==> src/shared/fpm_pkg.sv <==
// Constants, field layouts and carrier types for the group fault propagation logic.
// Assumes one 20 MHz clock and fault detectors running on that same clock.
package fpm_pkg;

    // -------------------------------------------------------------
    // Timing
    // -------------------------------------------------------------
    localparam int unsigned FPM_CLK_HZ = 20_000_000;
    localparam int unsigned FPM_HICCUP_MS = 130;
    localparam int unsigned FPM_HICCUP_CYC = FPM_CLK_HZ / 1000 * FPM_HICCUP_MS;
    localparam int FPM_CNT_W = 22;

    // -------------------------------------------------------------
    // Propagation configuration register fields
    // -------------------------------------------------------------
    localparam int FPM_CFG_W = 8;
    localparam int FPM_B_TEMP_MSG = 7;
    localparam int FPM_B_PG_MSG = 6;
    localparam int FPM_B_TRK = 5;
    localparam int FPM_B_OT = 4;
    localparam int FPM_B_OC = 3;
    localparam int FPM_B_UV = 2;
    localparam int FPM_B_OV = 1;
    localparam int FPM_B_PV = 0;
    localparam logic [FPM_CFG_W-1:0] FPM_CFG_RST = 8'h3e;

    // -------------------------------------------------------------
    // Carriers
    // -------------------------------------------------------------
    // One bit per protection that shuts the output down
    typedef struct packed {
        logic ov;
        logic tr;
        logic ot;
        logic oc;
        logic uv;
    } fpm_prot_t;

    // Commands to the power stage
    typedef struct packed {
        logic ramp_up;
        logic regular_off;
        logic fast_off;
        logic low_side_on;
    } fpm_drive_t;

    typedef enum logic [2:0] {
        FPM_ST_OFF,
        FPM_ST_RUN,
        FPM_ST_DELAY,
        FPM_ST_RAMP_DN,
        FPM_ST_FAST,
        FPM_ST_HICCUP,
        FPM_ST_LATCHED
    } fpm_state_t;

endpackage : fpm_pkg

==> src/rtl/fpm_top.sv <==
// Group fault propagation and turn-off sequencing of one load converter module.
// Assumes fault detectors and the power stage run on i_clk; the group line and the
// manager's error flag arrive from pins and are synchronised here.
module fpm_top
    import fpm_pkg::*;
#(
    parameter int unsigned HICCUP_CYC = FPM_HICCUP_CYC
) (
    input wire logic i_clk,                       // 20 MHz clock
    input wire logic i_arst_n,                    // Async reset, active low
    input wire logic i_cfg_wr,                    // Write strobe for propagation_config
    input wire logic [FPM_CFG_W-1:0] i_cfg_wdata, // Write data
    output logic [FPM_CFG_W-1:0] o_cfg_rdata,     // propagation_config contents
    input wire logic i_turn_on,                   // Turn-on command level
    input wire fpm_prot_t i_fault,                // Detected faults and errors, levels
    input wire fpm_prot_t i_latching,             // 1 = latching type per protection
    input wire logic i_temp_warn,                 // Overtemperature warning level
    input wire logic i_pg_warn,                   // Power good warning level
    input wire logic i_status_clear,              // Pulse: clear fault status
    input wire logic [FPM_CNT_W-1:0] i_toff_delay, // Programmed turn-off delay, cycles
    input wire logic i_vout_zero,                 // Output has ramped to zero
    input wire logic i_grp_line,                  // Group fault line level (pin)
    input wire logic i_remote_err,                // Manager flags an error propagation (pin)
    output logic o_grp_out,                       // Group line output value, always low
    output logic o_grp_oe,                        // Group line enable, high pulls low
    output fpm_drive_t o_drive,                   // Power stage commands
    output logic o_msg_temp,                      // Temperature warning message
    output logic o_msg_pg,                        // Power good warning message
    output fpm_prot_t o_fault_status,             // Sticky fault status
    output fpm_state_t o_state                    // Sequencer state
);

    // -------------------------------------------------------------
    // Configuration register
    // -------------------------------------------------------------
    logic [FPM_CFG_W-1:0] cfg;

    always_ff @(posedge i_clk or negedge i_arst_n) begin
        if (!i_arst_n) begin
            cfg <= FPM_CFG_RST;
        end else if (i_cfg_wr) begin
            cfg <= i_cfg_wdata;
        end
    end

    assign o_cfg_rdata = cfg;

    // -------------------------------------------------------------
    // Pin inputs
    // -------------------------------------------------------------
    logic grp_level;
    logic remote_err;

    fpm_sync2 #(.RST_VAL(1'b1)) u_sync_grp (
        .i_clk(i_clk),
        .i_arst_n(i_arst_n),
        .i_d(i_grp_line),
        .o_q(grp_level)
    );

    fpm_sync2 #(.RST_VAL(1'b0)) u_sync_err (
        .i_clk(i_clk),
        .i_arst_n(i_arst_n),
        .i_d(i_remote_err),
        .o_q(remote_err)
    );

    // -------------------------------------------------------------
    // Decoding
    // -------------------------------------------------------------
    fpm_state_t state;
    fpm_state_t next_state;
    logic pull;
    logic next_pull;
    logic err;
    logic next_err;
    logic latched;
    logic next_latched;
    logic stop_only;
    logic next_stop_only;
    logic [2:0] pull_hist;
    logic tmr_load;
    logic [FPM_CNT_W-1:0] tmr_val;
    logic tmr_done;
    fpm_drive_t next_drive;

    wire fpm_prot_t prop_mask = '{
        ov: cfg[FPM_B_OV],
        tr: cfg[FPM_B_TRK],
        ot: cfg[FPM_B_OT],
        oc: cfg[FPM_B_OC],
        uv: cfg[FPM_B_UV]
    };
    // Phase voltage bit is stored only: no detector feeds it
    wire fault_any = |i_fault;
    wire own_prop = |(i_fault & prop_mask);
    wire fast_cause = i_fault.oc | i_fault.tr | i_fault.ov;
    wire latch_cause = |(i_fault & i_latching);
    // Our own release takes three cycles to clear the synchroniser, so a low
    // line is only blamed on others once our pull has been off that long
    wire own_recent = pull | (|pull_hist);
    wire remote_low = ~grp_level & ~own_recent;
    wire [FPM_CNT_W-1:0] hiccup_val = FPM_CNT_W'(HICCUP_CYC);

    // -------------------------------------------------------------
    // Timer shared by turn-off delay and hiccup
    // -------------------------------------------------------------
    fpm_timer u_timer (
        .i_clk(i_clk),
        .i_arst_n(i_arst_n),
        .i_load(tmr_load),
        .i_value(tmr_val),
        .o_done(tmr_done)
    );

    // -------------------------------------------------------------
    // Sequencer
    // -------------------------------------------------------------
    always_comb begin
        next_state = state;
        next_pull = pull;
        next_err = err;
        next_latched = latched;
        next_stop_only = stop_only;
        tmr_load = 1'b0;
        tmr_val = i_toff_delay;
        case (state)
            FPM_ST_OFF: begin
                next_pull = 1'b0;
                next_err = 1'b0;
                if (i_turn_on && !fault_any && !remote_low) begin
                    next_state = FPM_ST_RUN;
                end
            end
            FPM_ST_RUN: begin
                if (fault_any) begin
                    tmr_load = 1'b1;
                    next_pull = own_prop;
                    next_err = i_fault.ov;
                    next_latched = latch_cause;
                    next_stop_only = 1'b0;
                    next_state = fast_cause ? FPM_ST_FAST : FPM_ST_DELAY;
                end else if (remote_low) begin
                    tmr_load = 1'b1;
                    next_latched = 1'b0;
                    next_stop_only = 1'b0;
                    // Error relayed by the manager: both switches off at once
                    next_state = remote_err ? FPM_ST_FAST : FPM_ST_DELAY;
                end else if (!i_turn_on) begin
                    tmr_load = 1'b1;
                    next_latched = 1'b0;
                    next_stop_only = 1'b1;
                    next_state = FPM_ST_DELAY;
                end
            end
            FPM_ST_DELAY: begin
                if (tmr_done) begin
                    next_state = FPM_ST_RAMP_DN;
                end
            end
            FPM_ST_RAMP_DN, FPM_ST_FAST: begin
                if (i_vout_zero) begin
                    if (stop_only) begin
                        next_state = FPM_ST_OFF;
                    end else begin
                        // Interval starts at zero output, not at the fault
                        tmr_load = 1'b1;
                        tmr_val = hiccup_val;
                        next_state = FPM_ST_HICCUP;
                    end
                end
            end
            FPM_ST_HICCUP: begin
                if (tmr_done) begin
                    if (latched) begin
                        next_state = FPM_ST_LATCHED;
                    end else if (!i_turn_on) begin
                        next_state = FPM_ST_OFF;
                    end else if (fault_any || remote_low) begin
                        tmr_load = 1'b1;
                        tmr_val = hiccup_val;
                    end else begin
                        next_pull = 1'b0;
                        next_err = 1'b0;
                        next_state = FPM_ST_RUN;
                    end
                end
            end
            FPM_ST_LATCHED: begin
                // Command cycling or a clear with the cause gone releases it
                if (!i_turn_on || (i_status_clear && !fault_any)) begin
                    next_state = FPM_ST_OFF;
                end
            end
            default: begin
                next_state = FPM_ST_OFF;
            end
        endcase
    end

    // -------------------------------------------------------------
    // Power stage commands
    // -------------------------------------------------------------
    always_comb begin
        next_drive = '0;
        next_drive.ramp_up = (next_state == FPM_ST_RUN);
        next_drive.regular_off = (next_state == FPM_ST_RAMP_DN);
        next_drive.fast_off = (next_state == FPM_ST_FAST);
        // Low side stays on after an own error until the next start attempt or the return to off
        next_drive.low_side_on = next_err && (next_state == FPM_ST_FAST ||
            next_state == FPM_ST_HICCUP || next_state == FPM_ST_LATCHED);
    end

    // -------------------------------------------------------------
    // State registers
    // -------------------------------------------------------------
    always_ff @(posedge i_clk or negedge i_arst_n) begin
        if (!i_arst_n) begin
            state <= FPM_ST_OFF;
            pull <= 1'b0;
            err <= 1'b0;
            latched <= 1'b0;
            stop_only <= 1'b0;
            pull_hist <= '0;
            o_drive <= '0;
        end else begin
            state <= next_state;
            pull <= next_pull;
            err <= next_err;
            latched <= next_latched;
            stop_only <= next_stop_only;
            pull_hist <= {pull_hist[1:0], pull};
            o_drive <= next_drive;
        end
    end

    // Open drain: value is always low, only the enable moves
    assign o_grp_out = 1'b0;
    assign o_grp_oe = pull;
    assign o_state = state;

    // -------------------------------------------------------------
    // Status and warning messages
    // -------------------------------------------------------------
    always_ff @(posedge i_clk or negedge i_arst_n) begin
        if (!i_arst_n) begin
            o_fault_status <= '0;
            o_msg_temp <= 1'b0;
            o_msg_pg <= 1'b0;
        end else begin
            // A fault present in the clear cycle stays recorded
            o_fault_status <= (i_status_clear ? fpm_prot_t'('0) : o_fault_status) | i_fault;
            o_msg_temp <= i_temp_warn & cfg[FPM_B_TEMP_MSG];
            o_msg_pg <= i_pg_warn & cfg[FPM_B_PG_MSG];
        end
    end

endmodule : fpm_top

==> src/rtl/fpm_sync2.sv <==
// Two flip-flop synchroniser for one pin level.
// Assumes the pin is asynchronous to i_clk.
module fpm_sync2 #(
    parameter logic RST_VAL = 1'b1
) (
    input wire logic i_clk,    // System clock
    input wire logic i_arst_n, // Async reset, active low
    input wire logic i_d,      // Pin level
    output logic o_q           // Synchronised level
);
    logic meta;

    always_ff @(posedge i_clk or negedge i_arst_n) begin
        if (!i_arst_n) begin
            meta <= RST_VAL;
            o_q <= RST_VAL;
        end else begin
            meta <= i_d;
            o_q <= meta;
        end
    end

endmodule : fpm_sync2

==> src/rtl/fpm_timer.sv <==
// Loadable down counter for turn-off delay and hiccup interval.
// Assumes only one of the two intervals is running at a time.
module fpm_timer
    import fpm_pkg::*;
(
    input wire logic i_clk,                    // System clock
    input wire logic i_arst_n,                 // Async reset, active low
    input wire logic i_load,                   // Start a new interval
    input wire logic [FPM_CNT_W-1:0] i_value,  // Interval length in cycles
    output logic o_done                        // Count has reached zero
);
    logic [FPM_CNT_W-1:0] cnt;

    assign o_done = (cnt == '0);

    always_ff @(posedge i_clk or negedge i_arst_n) begin
        if (!i_arst_n) begin
            cnt <= '0;
        end else if (i_load) begin
            cnt <= i_value;
        end else if (!o_done) begin
            cnt <= cnt - 1'b1;
        end
    end

endmodule : fpm_timer

==> config.mk <==
export PLATFORM = sky130hd
export DESIGN_NAME = fpm_top
export DESIGN_NICKNAME = d
export VERILOG_FILES = /design/src/shared/fpm_pkg.sv /design/src/rtl/fpm_top.sv /design/src/rtl/fpm_sync2.sv /design/src/rtl/fpm_timer.sv
export SDC_FILE = /design/constraint.sdc
export NUM_CORES = 1
export LEC_CHECK = 0
export ABC_CLOCK_PERIOD_IN_PS = 2960
export BUFFER_PORTS_ARGS = -buffer_cell sky130_fd_sc_hd__clkbuf_2
export CAP_MARGIN = 20
export CORE_MARGIN = 10
export CORE_UTILIZATION = 27
export CTS_BUF_LIST = sky130_fd_sc_hd__clkbuf_8 sky130_fd_sc_hd__clkbuf_16
export CTS_CLUSTER_SIZE = 24
export DETAILED_ROUTE_END_ITERATION = 7
export GPL_ROUTABILITY_DRIVEN = 0
export GPL_TIMING_DRIVEN = 0
export PLACE_DENSITY_LB_ADDON = 0.05
export SYNTH_ARGS = -nofsm -noshare
export SYNTH_HDL_FRONTEND = slang
export SYNTH_SLANG_ARGS = --single-unit
==> constraint.sdc <==
create_clock -name i_clk -period 2.96 [get_ports i_clk]
set_input_delay 0.148 -clock i_clk [delete_from_list [all_inputs] [get_ports i_clk]]
set_output_delay 0.148 -clock i_clk [all_outputs]
set_load 0.01 [all_outputs]
==> flow_summary.json <==
{
  "overflow": 0,
  "h-tree-depth": 2,
  "status": "completed",
  "fin_util_pct": 34.9,
  "seq_area_frac_synth_pct": 50.0,
  "top_usage_layer": "met2",
  "power_mw": 2.73,
  "reg2reg_depth": 7,
  "placed_area_mm2": 0.00329,
  "dieArea_mm2": 0.0147,
  "start_util_pct": 28.1,
  "synth_top_cell_by_area": "dfrtp_1",
  "synthCells": 273,
  "synth.most_common_cell": "dfrtp_1",
  "grt_pass1_wl_um": 13600,
  "rsz0062_at_grt": "no",
  "grt_max_degree": 56,
  "critPathMaxStageDelay_ns": 0.51,
  "grt_pass1_vias": 2555,
  "die_y_um": 121,
  "drt_iter0_drc": 117,
  "synth_area_mm2": 0.00277,
  "worstMarginPinSlew_ns": 0.783,
  "via_per_inst": 4.76,
  "final_antenna_net_count": 0,
  "startpoint_type": "register",
  "antenna_found_initial": 0,
  "n_fill_cell": 1050,
  "route.detailed.drc": 0,
  "whs_ns": 0.0311,
  "synth_enable_flop_cells": 0,
  "hold_viol": 0,
  "arrival_ns": 3.00,
  "max_freq_mhz": 361,
  "finish.instance_area_mm2": 0.00345,
  "core_mm2": 0.00986,
  "min_path_cells": 3,
  "pin_count": 74,
  "die_x_um": 121,
  "track_usage_pct": 11.5,
  "diodes": 0,
  "gr-usage-met2_pct": 17.3,
  "cts.reportedPaths.clkPinSlew_ns": 0.11,
  "use_met1_pct": 15.6,
  "ir_worst_vdd_mv": 0.244,
  "cts_root_buf": "clkbuf_8",
  "use_met3_pct": 3.68,
  "clk_latency_ns": 0.32,
  "setup_viol": 0,
  "crit_slowest_cell": "or4_4",
  "ys_ff_latch": 55,
  "num_rows": 36,
  "cts_buffer_depth": 2,
  "syn_to_final_growth_pct": 24.5,
  "cp_max_fo": 9,
  "worstSetupEndpointType": "register",
  "p_per_area_mw_per_mm2": 793,
  "synthesis.nets": 324,
  "slew_violations": 0,
  "cts_buffers": 5,
  "synthTopCellsByArea": "dfrtp_1 43%, dfstp_2 6.6%, xor2_1 3.8%",
  "synth_top_area_share_pct": 43.4,
  "fin_nets": 405,
  "drt_first_pass_iters": 4,
  "async_flop_share_pct": 100,
  "hpwl_um": 6130,
  "via_count": 2324,
  "leakage_nw": 1.55,
  "ys.flop_type": "dfrtp_1",
  "wl_um": 8150,
  "yosysWarnings": 0,
  "cap_viol_max_count": 0,
  "drive_gt1_share_pct": 30.1,
  "netlist-cell-type-count": 52,
  "worstSetupPathType": "register to register",
  "worstHoldPathType": "input port to register",
  "max-slew-margin-rel_pct": 47.8,
  "required_ns": 3.18,
  "crit_chain": "nor4_2 -> nand2_1 -> or4_4 -> buf_6 -> or4b_1 -> a221o_1 -> a21o_1",
  "final.setup_skew_ns": 0.00624,
  "period_needed_ns": 2.77,
  "fin_crit_sh_pct": 93.7,
  "syn_area_per_cell_um2": 10.1,
  "port_buffers": 70,
  "synth.top_cells.by_count": "48 x dfrtp_1, 27 x nor2_1, 22 x nand2_1",
  "clock_sinks": 55,
  "wire_per_inst_um": 16.7,
  "tritoncts": "yes"
}
-- metal layers --
metal	routed length (µm)	part of all wire, %
met5	0	0
met4	85	1.0
met3	429	5.3
met2	3680	45
met1	3950	48
-- layout make-up --
class                           instances  area, µm²  share of cell area [%]
Clock buffer                            5       68.8                    2.00
Sequential cell                        55       1390                    40.2
Multi-Input combinational cell        201       1340                    38.8
Inverter                                5       18.8                   0.544
Timing Repair Buffer                   74        388                    11.3
Clock inverter                          3       26.3                   0.762
Tap cell                              133        166                    4.83
Buffer                                 12       57.6                    1.67
-- state kept, by name, indices dropped and copies added, names as in the netlist, 3 cells and up --
register	cells
o_cfg_rdata	8
o_drive	4
o_fault_status	5
pull_hist	3
o_state	3
u_timer.cnt	22
-- placed cells by master, fill, tap and decap left out, types with 2 or more instances in the layout --
cell	count
a21o_1	6
a21oi_1	11
a221o_1	6
a222oi_1	2
a22oi_1	10
a31oi_1	3
and2_1	6
clkbuf_1	9
clkbuf_2	70
clkbuf_8	5
dfrtp_1	48
dfstp_2	7
dlygate4sd3_1	3
inv_1	5
inv_6	3
mux2_2	8
nand2_1	22
nand2b_1	7
nand3_1	9
nand3b_1	3
nor2_1	27
nor2b_1	4
nor3_1	7
nor3_2	2
nor4_1	4
nor4_2	2
nor4b_1	3
o211ai_1	3
o21ai_0	10
o22ai_1	2
or3_1	2
or4_1	4
xnor2_1	6
xor2_1	12
-- power breakdown --
part,total [mW],internal (mW),switching (mW),leakage (nW)
sequential,1.21,0.985,0.229,0.660
clock,0.461,0.177,0.284,0.0495
combinational,1.06,0.480,0.579,0.839
total,2.73,1.64,1.09,1.55
-- stage by stage --
step	setup WS [ns]	TNS [ns]	instances
finish	0.188	0	488
global route	0.0239	0	488
CTS	0.0267	0	488
detailed placement	-0.0674	-0.549	477
global placement	-0.116	-0.983	476
floorplan	0.407	0	273
-- cell families after synthesis --
family / after synthesis / share of synthesized area (%)
buffers and inverters: 17 / 2.71
AND/OR/NAND/NOR: 110 / 21.6
AO/OA/AOI/OAI: 63 / 16.1
XOR/XNOR: 18 / 5.69
other: 1 / 0.135
multiplexers: 8 / 3.25
adder cells (fa/ha/maj): 1 / 0.452
flip-flops: 55 / 50.0
-- repair_timing --
| action | 4_1_cts | 5_1_grt |
|---|---|---|
| resized for setup | 1 | 5 |
| hold endpoints to repair | 50 | 0 |
| hold buffers | 3 | 0 |
| setup buffers | 0 | 0 |
| endpoints found under the setup margin | 10 | 16 |
-- path summary, 6_finish.rpt --
path	from	endpoint	slack [ns]
max in group asynchronous	i_arst_n	u_timer.cnt[8]	2.00
min reg2reg	u_sync_err.meta	u_sync_err.o_q	0.36
max reg2reg	u_timer.cnt[13]	o_grp_oe	0.19
max	u_timer.cnt[13]	o_grp_oe	0.19
min in group asynchronous	i_arst_n	o_drive[0]	0.47
min	i_toff_delay[19]	u_timer.cnt[19]	0.03
-- worst max-delay path: cells and delay by family (launching register included) --
family,cells,cell delay (ns)
AOI/OAI and AO/OA,2,0.50
buffers and inverters,1,0.16
DFF,1,0.45
and+or+nand+nor,4,1.56
No activity file was read; power rests on OpenSTA's default activity.
